## src/verilog/srs_pkg.sv

```systemverilog
// constants shared by the spi register access slave
package srs_pkg;
  localparam int ADDR_W = 6;
  localparam int DATA_W = 8;
  localparam int CNT_W = 5;
  localparam logic [4:0] HEAD_LAST = 5'h07;
  localparam logic [4:0] DATA_FIRST = 5'h08;
  localparam logic [4:0] BLOCK_LAST = 5'h0F;
  localparam logic [0:0] DIR_WRITE = 1'h0;
  localparam logic [0:0] DIR_READ = 1'h1;
  // header bits sit here after seven shifts, the eighth still on the pin
  localparam int DIR_POS = 6;
  localparam int STEP_POS = 5;
  localparam logic [5:0] ADDR_RST = 6'h00;
  localparam logic [7:0] BYTE_RST = 8'h00;
  localparam logic [2:0] SYNC_RST = 3'h7;
endpackage

```

## src/verilog/srs_spi_register_access_slave.sv

```systemverilog
// spi register access slave with sampled port clock, 3/4 wire modes
// What this block does
// - drive on falling, sample on rising edge
// - frames are 16 pulses plus 8-pulse blocks
// - bit 0 starts first falling after select
// - bit 0: 0 write, 1 read
// - drive output from start of bit 8
// - bit 1 steps index per block
// - bits 2 to 7 hold register index
// - read byte returned msb first, then more
// - each extra block moves one byte
// - three-wire select bit sets three-wire mode
// - three-wire read keeps the same layout
// - select high means i2c, spi idle
// - three-wire reads drive serial input line
`timescale 1ns/100ps
// timing walk, in mclk cycles after a port clock edge:
//   edge reaches the second sync flop after two cycles
//   edge detect flags it in that same cycle
//   header decode and read strobe follow one cycle later
//   read byte loads the shift register on the next cycle
//   first read bit leaves about three cycles after the falling edge
// trade-off: oversampling keeps one clock domain at the cost of a
// port clock limit near mclk / 8
module srs_spi_register_access_slave (
  // clock and reset
  input wire logic mclk,
  input wire logic reset_n,
  // spi pins
  input wire logic portSelect_n,
  input wire logic portClock,
  input wire logic serialInLine_i,
  output logic serialInLine_o,
  output logic serialInLine_oe_n,
  output logic serialOutLine,
  output logic serialOutLine_oe_n,
  // mode from second control register
  input wire logic threeWireSelect,
  // register file side
  output logic [srs_pkg::ADDR_W-1:0] regIndex,
  output logic [srs_pkg::DATA_W-1:0] writeByte,
  output logic writeStrobe,
  input wire logic [srs_pkg::DATA_W-1:0] readByte,
  output logic readStrobe,
  output logic frameActive
);

  // frame phases:
  //   idle  - select high or just after reset, nothing counted
  //   head  - direction, step flag and index coming in
  //   wdata - write blocks, one strobe per received byte
  //   rdata - read blocks, one prefetch strobe per byte
  typedef enum logic [1:0] {ST_IDLE, ST_HEAD, ST_WDATA, ST_RDATA} srs_state_t;

  // all state in one record so reset and next value stay in step
  // sync stages: bit 0 first flop, bit 1 second, bit 2 edge history
  // bitCnt counts bits of the current header or block, 0 to 7
  // started marks that the falling edge of bit 0 has been seen
  typedef struct packed {
    logic [2:0] csSync;
    logic [2:0] clkSync;
    logic [2:0] sdiSync;
    srs_state_t state;
    logic [srs_pkg::CNT_W-1:0] bitCnt;
    logic [7:0] shiftIn;
    logic [7:0] shiftOut;
    logic stepOn;
    logic [srs_pkg::ADDR_W-1:0] index;
    logic [srs_pkg::DATA_W-1:0] wByte;
    logic wStb;
    logic rStb;
    logic driving;
    logic dout;
    logic started;
  } srs_regs_t;

  // registered state and its next value; decoded pin views below
  // are plain wires so edges cost no extra cycle
  // of latency beyond the synchroniser itself
  // (clock edges and select are both seen at the second stage)
  srs_regs_t st_r;
  srs_regs_t st_nxt;
  logic selLow;
  logic clkRise;
  logic clkFall;
  logic sdiBit;

  // second stage onward only; stage 0 feeds stage 1 alone
  assign selLow = ~st_r.csSync[1];
  assign clkRise = st_r.clkSync[1] & ~st_r.clkSync[2];
  assign clkFall = ~st_r.clkSync[1] & st_r.clkSync[2];
  // in three-wire mode the input pad also carries the return bits
  assign sdiBit = st_r.sdiSync[1];

  // limitation: the port clock must stay below about an eighth of
  // mclk, since each edge needs two mclk cycles to be seen
  // abort on select high wins over all frame logic except the post-strobe index step and shiftOut load
  // next-state logic for the whole frame engine
  always_comb begin
    st_nxt = st_r;
    st_nxt.csSync = {st_r.csSync[1:0], portSelect_n};
    st_nxt.clkSync = {st_r.clkSync[1:0], portClock};
    st_nxt.sdiSync = {st_r.sdiSync[1:0], serialInLine_i};
    st_nxt.wStb = 1'b0;
    st_nxt.rStb = 1'b0;
    if (!selLow) begin
      // select high: i2c personality, frame aborted
      st_nxt.state = ST_IDLE;
      st_nxt.bitCnt = '0;
      st_nxt.driving = 1'b0;
      st_nxt.started = 1'b0;
    end else begin
      if (st_r.state == ST_IDLE) begin
        st_nxt.state = ST_HEAD;
        // stale bits from an aborted frame must not leak into the header
        st_nxt.shiftIn = srs_pkg::BYTE_RST;
        st_nxt.bitCnt = '0;
        st_nxt.started = 1'b0;
      end
      // a bit begins on each falling edge; first one is bit 0
      if (clkFall && st_r.state != ST_IDLE) begin
        if (!st_r.started) begin
          st_nxt.started = 1'b1;
        end else begin
          st_nxt.bitCnt = st_r.bitCnt + 5'h01;
        end
        if (st_r.state == ST_RDATA) begin
          // shift out msb first at bit start
          st_nxt.dout = st_r.shiftOut[7];
          st_nxt.shiftOut = {st_r.shiftOut[6:0], 1'b0};
          st_nxt.driving = 1'b1;
        end
      end
      if (clkRise && st_r.started) begin
        st_nxt.shiftIn = {st_r.shiftIn[6:0], sdiBit};
        unique case (st_r.state)
          ST_HEAD: begin
            if (st_r.bitCnt == srs_pkg::HEAD_LAST) begin
              st_nxt.stepOn = st_r.shiftIn[srs_pkg::STEP_POS];
              st_nxt.index = {st_r.shiftIn[4:0], sdiBit};
              st_nxt.bitCnt = '0;
              st_nxt.started = 1'b0;
              if (st_r.shiftIn[srs_pkg::DIR_POS] == srs_pkg::DIR_READ) begin
                st_nxt.state = ST_RDATA;
                st_nxt.rStb = 1'b1;
              end else begin
                st_nxt.state = ST_WDATA;
              end
            end
          end
          ST_WDATA: begin
            if (st_r.bitCnt[2:0] == 3'h7) begin
              st_nxt.wByte = {st_r.shiftIn[6:0], sdiBit};
              st_nxt.wStb = 1'b1;
            end
          end
          ST_RDATA: begin
            if (st_r.bitCnt[2:0] == 3'h7) begin
              st_nxt.rStb = 1'b1;
            end
          end
          ST_IDLE: begin
            // nothing counts before the frame opens
          end
        endcase
      end
      // counter restarts each data block; bit 0 of block re-arms
      if (clkRise && st_r.started && st_r.state != ST_HEAD
          && st_r.bitCnt[2:0] == 3'h7) begin
        st_nxt.bitCnt = '0;
        st_nxt.started = 1'b0;
      end
    end
    // stepping after the strobe keeps regIndex steady while the
    // outer register file stores or reads the byte; the index
    // wraps from 63 to 0 when stepping past the top
    // index steps after the byte strobe has been served
    if (st_r.wStb && st_r.stepOn) begin
      st_nxt.index = st_r.index + 6'h01;
    end
    if (st_r.rStb) begin
      st_nxt.shiftOut = readByte;
      if (st_r.state == ST_RDATA && st_r.stepOn) begin
        st_nxt.index = st_r.index + 6'h01;
      end
    end
  end

  // sync reset; select and clock stages start high so no false
  // edge or frame shows up on the first cycles after release
  // single register bank for all state
  always_ff @(posedge mclk) begin
    if (!reset_n) begin
      st_r <= '{csSync: srs_pkg::SYNC_RST, clkSync: srs_pkg::SYNC_RST,
                sdiSync: 3'h0, state: ST_IDLE, bitCnt: '0,
                shiftIn: srs_pkg::BYTE_RST, shiftOut: srs_pkg::BYTE_RST,
                stepOn: 1'b0, index: srs_pkg::ADDR_RST, wByte: srs_pkg::BYTE_RST,
                wStb: 1'b0, rStb: 1'b0, driving: 1'b0, dout: 1'b0,
                started: 1'b0};
    end else begin
      st_r <= st_nxt;
    end
  end

  // data pins come straight from flops; only the enables mix in the
  // mode level, which is static between frames
  // both pads stay released for writes and during the header
  // pad steering between four- and three-wire modes
  assign serialOutLine = st_r.dout;
  assign serialOutLine_oe_n = ~(st_r.driving & ~threeWireSelect);
  assign serialInLine_o = st_r.dout;
  assign serialInLine_oe_n = ~(st_r.driving & threeWireSelect);
  assign regIndex = st_r.index;
  assign writeByte = st_r.wByte;
  assign writeStrobe = st_r.wStb;
  assign readStrobe = st_r.rStb;
  assign frameActive = st_r.state != ST_IDLE;

endmodule // srs_spi_register_access_slave

```

## config.mk

```make
export PLATFORM = sky130hd
export DESIGN_NAME = srs_spi_register_access_slave
export DESIGN_NICKNAME = d
export VERILOG_FILES = /design/src/verilog/srs_pkg.sv /design/src/verilog/srs_spi_register_access_slave.sv
export SDC_FILE = /design/constraint.sdc
export NUM_CORES = 1
export LEC_CHECK = 0
export BUFFER_PORTS_ARGS = -buffer_cell sky130_fd_sc_hd__buf_2
export CAP_MARGIN = 25
export CELL_PAD_IN_SITES_DETAIL_PLACEMENT = 1
export CELL_PAD_IN_SITES_GLOBAL_PLACEMENT = 2
export CORE_MARGIN = 5
export CORE_UTILIZATION = 32
export DETAILED_ROUTE_END_ITERATION = 10
export HOLD_SLACK_MARGIN = 0.1
export PLACE_DENSITY_LB_ADDON = 0.1
export SLEW_MARGIN = 25
export SYNTH_ARGS = -nofsm -noshare
export SYNTH_HDL_FRONTEND = slang
export SYNTH_SLANG_ARGS = --single-unit
```

## constraint.sdc

```tcl
create_clock -name mclk -period 1.76 [get_ports mclk]
set_clock_uncertainty 0.2 [all_clocks]
set_input_delay 0.088 -clock mclk [delete_from_list [all_inputs] [get_ports mclk]]
set_output_delay 0.088 -clock mclk [all_outputs]
set_load 0.01 [all_outputs]
```

# Word-level counts from Yosys, hierarchy flattened
# Index checks and enable logic that the tools add are counted.
[op_classes]
add_sub_neg = 2
n_eq_ne = 7
n_mux = 29
bitwise_logic = 13
n_reduce_logical = 21
[op_table]
columns = ["op", "n"]
rows = [
  ["$mux W15", 2],
  ["$mux W7", 4],
  ["$mux W25", 1],
  ["$mux W8", 3],
  ["$mux W6", 3],
  ["$mux W9", 2],
  ["$mux W17", 1],
  ["$mux W1", 10],
  ["$mux W5", 2],
  ["$not A1 Y1", 9],
  ["$reduce_and A4 Y1", 2],
  ["$reduce_bool A2 Y1", 4],
  ["$add A6 B1 Y6 const B", 1],
  ["$logic_and A1 B1 Y1", 6],
  ["$reduce_and A3 Y1", 2],
  ["$reduce_or A3 Y1", 2],
  ["$add A5 B1 Y5 const B", 1],
  ["$eq A5 B3 Y1 const B", 1],
  ["$and A1 B1 Y1", 4],
  ["$eq A2 B2 Y1 const B", 2],
  ["$reduce_and A2 Y1", 2],
  ["$reduce_or A4 Y1", 1],
  ["$eq A3 B3 Y1 const B", 1],
  ["$eq A2 B1 Y1 const B", 1],
  ["5 further kinds", 5],
]
[word_totals]
reg_bits = 49
in_bits = 14
output_inout_bits = 21
word_cells = 87

# Longest topological paths before layout
[logic_depth]
ltp_word = 8
mapped_depth = 6
mapped_depth_nobuf = 5

# Worst setup path before layout
# OpenSTA, ideal clock, no wires.
[synth_path]
path_kind = "reg-to-reg"
startpoint = "register st_r[42] in the netlist's numbering"
endpoint = "register st_r (netlist bit regIndex[0])"
setup_ns = 0.120
arrival_time_ns = 1.473
t_required_ns = 1.440
path_slack_ns = -0.032
stages_incl_launch_ff = 7
n_path_buf = 2
synth_period_minus_slack_ns = 1.792
path_cell_list = "dfxtp_1 -> buf_6 -> or3_4 -> nor4_4 -> buf_6 -> nor3b_2 -> o31a_1"
[synth_via]
elab_chain_len = 7
elab_cells_between_ends = 9
classes_between = "eq/ne: 2; mux: 6; reduce/logical: 1"
[synth_lines]
columns = ["element", "line_no", "source"]
rows = [
  ["from (decl)", "srs_spi_register_access_slave.sv:81", "srs_regs_t st_r;"],
  ["from (signal assigned)", "srs_spi_register_access_slave.sv:194", "st_r <= '{csSync: srs_pkg::SYNC_RST, clkSync: srs_pkg::SYNC_RST,"],
  ["from (signal assigned)", "srs_spi_register_access_slave.sv:201", "st_r <= st_nxt;"],
  ["$eq A2 B1 Y1", "srs_spi_register_access_slave.sv:136", "unique case (st_r.state)"],
  ["$mux W7", "srs_spi_register_access_slave.sv:136", ""],
  ["$mux W17", "srs_spi_register_access_slave.sv:134", "if (clkRise && st_r.started) begin"],
  ["$mux W25", "srs_spi_register_access_slave.sv:106", "if (!selLow) begin"],
  ["$mux W6", "srs_spi_register_access_slave.sv:178", "if (st_r.wStb && st_r.stepOn) begin"],
  ["$mux W6", "srs_spi_register_access_slave.sv:183", "if (st_r.state == ST_RDATA && st_r.stepOn) begin"],
  ["$mux W6 (*)", "srs_spi_register_access_slave.sv:181", "if (st_r.rStb) begin"],
]
# Every way passes the cells marked *; elsewhere a longest branch is shown, timed or not. The select of a mux whose other input is x is not followed.
# A chain may end at the register's enable or synchronous reset.

# Worst setup path in the final report
[layout_path]
startpoint = "register st_r[48] in the netlist's numbering"
endpoint = "register st_r (netlist bit regIndex[0])"
[layout_via]
elab_chain_len = 8
[layout_lines]
columns = ["element", "line_no", "source"]
rows = [
  ["$not A1 Y1 (*)", "srs_spi_register_access_slave.sv:90", "assign clkRise = st_r.clkSync[1] & ~st_r.clkSync[2];"],
  ["$and A1 B1 Y1 (*)", "srs_spi_register_access_slave.sv:90", ""],
  ["$logic_and A1 B1 Y1 (*)", "srs_spi_register_access_slave.sv:134", ""],
  ["$mux W17 (*)", "srs_spi_register_access_slave.sv:134", ""],
  ["$mux W25 (*)", "srs_spi_register_access_slave.sv:106", ""],
  ["$mux W6 (*)", "srs_spi_register_access_slave.sv:178", ""],
  ["$mux W6", "srs_spi_register_access_slave.sv:183", ""],
  ["$mux W6 (*)", "srs_spi_register_access_slave.sv:181", ""],
]
# Marks and branches as above.

==> implementation parameters <==
Parameter                              Value

Yosys
  Number of cells produced by synthesis ... 237
  Share of synthesized area occupied by flip-flops and latches ... between 40% and 50%
  Top cell types by occurrence after synthesis ... 49 x sky130_fd_sc_hd__dfxtp_1, 27 x sky130_fd_sc_hd__nor2b_1, 15 x sky130_fd_sc_hd__buf_4
  Number of nets produced by synthesis ... 254
  Post-Syn Area per Cell ... approximately 9.8 um^2
  Asr flop ratio synth ... 0%
  Number of enable-type register cells in the synthesized netlist ... 0
  Fraction of post-synthesis cell area in the top cell type by area ... 42.3%
  Main flop type after synthesis ... sky130_fd_sc_hd__dfxtp_1
  Number of different library cells in the post-synthesis netlist ... 48
  Post-Synthesis Cell Area ... 2320 um^2
  Top cells by area in the synthesized netlist ... sky130_fd_sc_hd__dfxtp_1 42%, sky130_fd_sc_hd__nor2b_1 7.3%, sky130_fd_sc_hd__mux2i_1 5.6%
  Total of flip-flops plus latches after synthesis ... between 40 and 50
  Yosys warning count ... 0
  Top cell type by total area after synthesis ... sky130_fd_sc_hd__dfxtp_1
  Leading cell type by number of instances after synthesis ... sky130_fd_sc_hd__dfxtp_1

Power
  Power density relative to cell area ... 666 nW/um^2
  Switching power ... 0.404 mW
  Final Total Pwr ... slightly above 2 mW
  Worst supply voltage drop on vdd ... 0.317 mV
  Leak ... 1.27 nW
  Switching power share of the total ... 19.8%
  Combinational share of power ... 4.3%
  Internal Pwr Total ... between 1.5 and 2 mW
  Clock share of power ... 40.7%
  Portion of total power attributed to sequential cells ... 55.0%

Clock network
  Clock Sink Count ... 49
  Total CTS buffers ... 5
  Bufs on Longest Clock Path ... 2
  Clock latency of the later-clocked register in the worst-skew pair ... 0.30 ns
  Clock tree from TritonCTS ... built
  Clock root buffer ... sky130_fd_sc_hd__clkbuf_8
  H-tree depth reported by CTS ... 2
  Clock-pin slew reported for the worst setup and hold paths after clock tree synthesis ... 0.09 ns

Worst setup path
  Critical register-to-register path startpoint ... st_r[48]
  Required time at the worst-slack endpoint ... 1.76 ns
  Startpoint type of the worst setup path ... flop
  Maximum fanout along the worst path ... 6
  Setup slack of the worst register-to-register path ... -0.04 ns
  Arrival time of data at the critical path endpoint ... 1.80 ns
  Kind of end point of the critical path ... flop
  Reg2Reg Depth ... 7
  Reg-to-reg critical path endpoint ... regIndex[0]
  Crit path kind ... flop to flop

Final layout
  Share of final-layout standard cells stronger than drive strength 1 ... between 30% and 40%
  Fin util ... between 40% and 50%
  Diodes inserted ... 0
  Layout overhead on the synthesized area ... 31.8%
  Final Net Count ... 315

Min path
  WHS Endpoint ... st_nxt[51]
  Hold Path Origin ... st_nxt[50]
  Cell depth of the worst hold path ... 1
  Path type of the worst min-delay path ... flop to flop

Placement
  Detail Placement HPWL ... 3.81 mm
  Weighted congestion reported at the end of routability-driven placement ... 0.736
  Pre-CTS setup slack ... -0.101 ns
  Total of buffers placed on input and output ports ... 34

Timing
  Worst setup slack after layout ... -0.0366 ns
  Final worst path period need ... 1.80 ns
  Final setup TNS ... -0.0502 ns
  Worst-margin pin slew ... 0.357 ns
  Post-Route Hold Slack ... approximately 0.22 ns
  Slew headroom ... around 76%
  RSZ-0062 raised after global routing ... true
  Highest clock rate ... 557 MHz
  Final Slew Violations ... 0
  Part of the cycle the worst path needs ... 102%
  Count of endpoints failing setup in the final report ... 4
  Final count of hold timing violations ... 0

Detailed routing
  Amount of wire on met3 after detailed routing ... 177 um
  Detailed-route wire length per cell ... 13.9 um
  Number of vias per cell after detailed routing ... 4.65
  First-pass iteration count of the detailed router ... 4
  Metal-1 WL ... 2.41 mm
  Drt first-iter violations ... 37
  Final wirelength ... 5.52 mm
  Met2 routed WL ... 2.87 mm
  Number of nets with antenna violations after detailed routing ... 0
  Top routing layer used ... met4
  Total number of vias ... 1850
  DRC violation count after routing ... 0

Floorplanning
  Die area ... 9060 um^2
  Row Count ... 31
  Floorplan die height ... 95.2 um
  Starting density of the core ... between 30% and 40%
  Die width ... 95.2 um
  Area of the core region ... 7180 um^2
  Number of top-level pins ... 35

GRT
  Antenna violations before repair ... 0
  Wire length of the first global-routing pass ... around 8.9 mm
  Via count of the first global-routing pass ... 1912
  Largest net degree at the start of global routing ... 28
  Total gr overflow ... 0
  Total global-route track usage ... 12.6%

Run status
  Failing checks ... setup timing
  Status ... finished, violations left

Run
  Number of maximum-capacitance violations ... 0
## cell usage in the layout, fill, tap and decap left out, types with 2 or more instances in the layout
cell type	n
sky130_fd_sc_hd__clkbuf_8	6
sky130_fd_sc_hd__a22oi_1	7
sky130_fd_sc_hd__dlygate4sd3_1	13
sky130_fd_sc_hd__and3_2	3
sky130_fd_sc_hd__a21oi_1	4
sky130_fd_sc_hd__buf_4	27
sky130_fd_sc_hd__buf_2	34
sky130_fd_sc_hd__nor3b_1	2
sky130_fd_sc_hd__nand3_1	8
sky130_fd_sc_hd__nand2b_1	14
sky130_fd_sc_hd__nor2b_1	26
sky130_fd_sc_hd__a31oi_1	2
sky130_fd_sc_hd__o31a_1	3
sky130_fd_sc_hd__o211a_1	7
sky130_fd_sc_hd__nand2_1	8
sky130_fd_sc_hd__nor4_4	2
sky130_fd_sc_hd__dfxtp_2	7
sky130_fd_sc_hd__buf_6	4
sky130_fd_sc_hd__mux2_2	7
sky130_fd_sc_hd__inv_1	2
sky130_fd_sc_hd__nor2_1	13
sky130_fd_sc_hd__a21boi_0	3
sky130_fd_sc_hd__ha_1	2
sky130_fd_sc_hd__mux2i_1	13
sky130_fd_sc_hd__a21boi_1	2
sky130_fd_sc_hd__o21ai_0	4
sky130_fd_sc_hd__and2_1	3
sky130_fd_sc_hd__dfxtp_1	42
## power by group through the flow
stage               clock [mW]  combinational, mW  sequential [mW]
detailed placement           0             0.0637             1.15
CTS                      0.876             0.0869             1.12
global placement             0             0.0633             1.15
global route             0.923             0.0954             1.12
finish                   0.829             0.0872             1.12
floorplan                    0             0.0328             1.15
## per-stage QoR
stage               instances  instance area (um^2)
floorplan                 237                  2320
global placement          368                  2650
detailed placement        368                  2650
CTS                       390                  2920
global route              398                  3060
finish                    398                  3060
## cell type report
| cell class | instances | area [um^2] |
|---|---|---|
| Sequential cell | 49 | 990 |
| Clock buffer | 7 | 86.3 |
| Multi-Input combinational cell | 160 | 1230 |
| Fill cell | 834 | 4120 |
| Tap cell | 99 | 124 |
| Inverter | 2 | 7.51 |
| Clock inverter | 1 | 30.0 |
| Timing Repair Buffer | 80 | 593 |
## worst max-delay path: stages (launching register included)
cell                       delay (ns)
sky130_fd_sc_hd__dfxtp_2         0.33
sky130_fd_sc_hd__buf_6           0.11
sky130_fd_sc_hd__nand3b_4        0.20
sky130_fd_sc_hd__nor4_4          0.26
sky130_fd_sc_hd__buf_4           0.18
sky130_fd_sc_hd__buf_12          0.12
sky130_fd_sc_hd__nor3b_2         0.04
sky130_fd_sc_hd__o31a_1          0.26
## what timing repair did
item	4_1_cts	5_1_grt
hold endpoints to repair	17	0
pin swaps	0	2
cloned	0	2
buffers inserted	1	6
setup endpoints to repair	24	24
gates resized for setup	7	17
hold buffers	13	0
## cell families (layout without fill, tap and decap cells)
| kind of cell | count (synthesis) | after routing | share of synthesized area (%) |
|---|---|---|---|
| AO/OA/AOI/OAI | 38 | 38 | 12.7 |
| AND/OR/NAND/NOR | 97 | 97 | 26.0 |
| adder cells (fa/ha/maj) | 3 | 3 | 1.62 |
| flip-flops | 49 | 49 | 42.3 |
| multiplexers | 20 | 20 | 9.00 |
| buffers and inverters | 28 | 90 | 7.71 |
| XOR/XNOR | 2 | 2 | 0.755 |
## routing by layer
layer | up-vias | GRT usage (%)
met1 | 893 | 14.3
met2 | 21 | 23.1
met4 | 0 | 4.33
met3 | 5 | 2.92
li1 | 931 | -
met5 | - | 0
## flip-flops by register name (all words and copies together) (netlist names)
signal	cells
regIndex	6
st_r	26
st_nxt	5
readStrobe	1
writeStrobe	1
sdiBit	1
serialInLine_o	1
writeByte	8
## worst max-delay path by stage
stage | from | endpoint | slack [ns] | cells after the start
after floorplan | st_r[48] | st_r[21] | 0.04 | 5
after global placement | st_r[41] | st_r[27] | -0.09 | 3
after detailed placement | st_r[41] | st_r[25] | -0.10 | 3
after global routing | st_r[48] | regIndex[0] | -0.1 | 7
after CTS | st_r[48] | regIndex[0] | -0.02 | 6
final | st_r[48] | regIndex[0] | -0.04 | 7
Note: power is estimated with default switching activity, not from simulation.
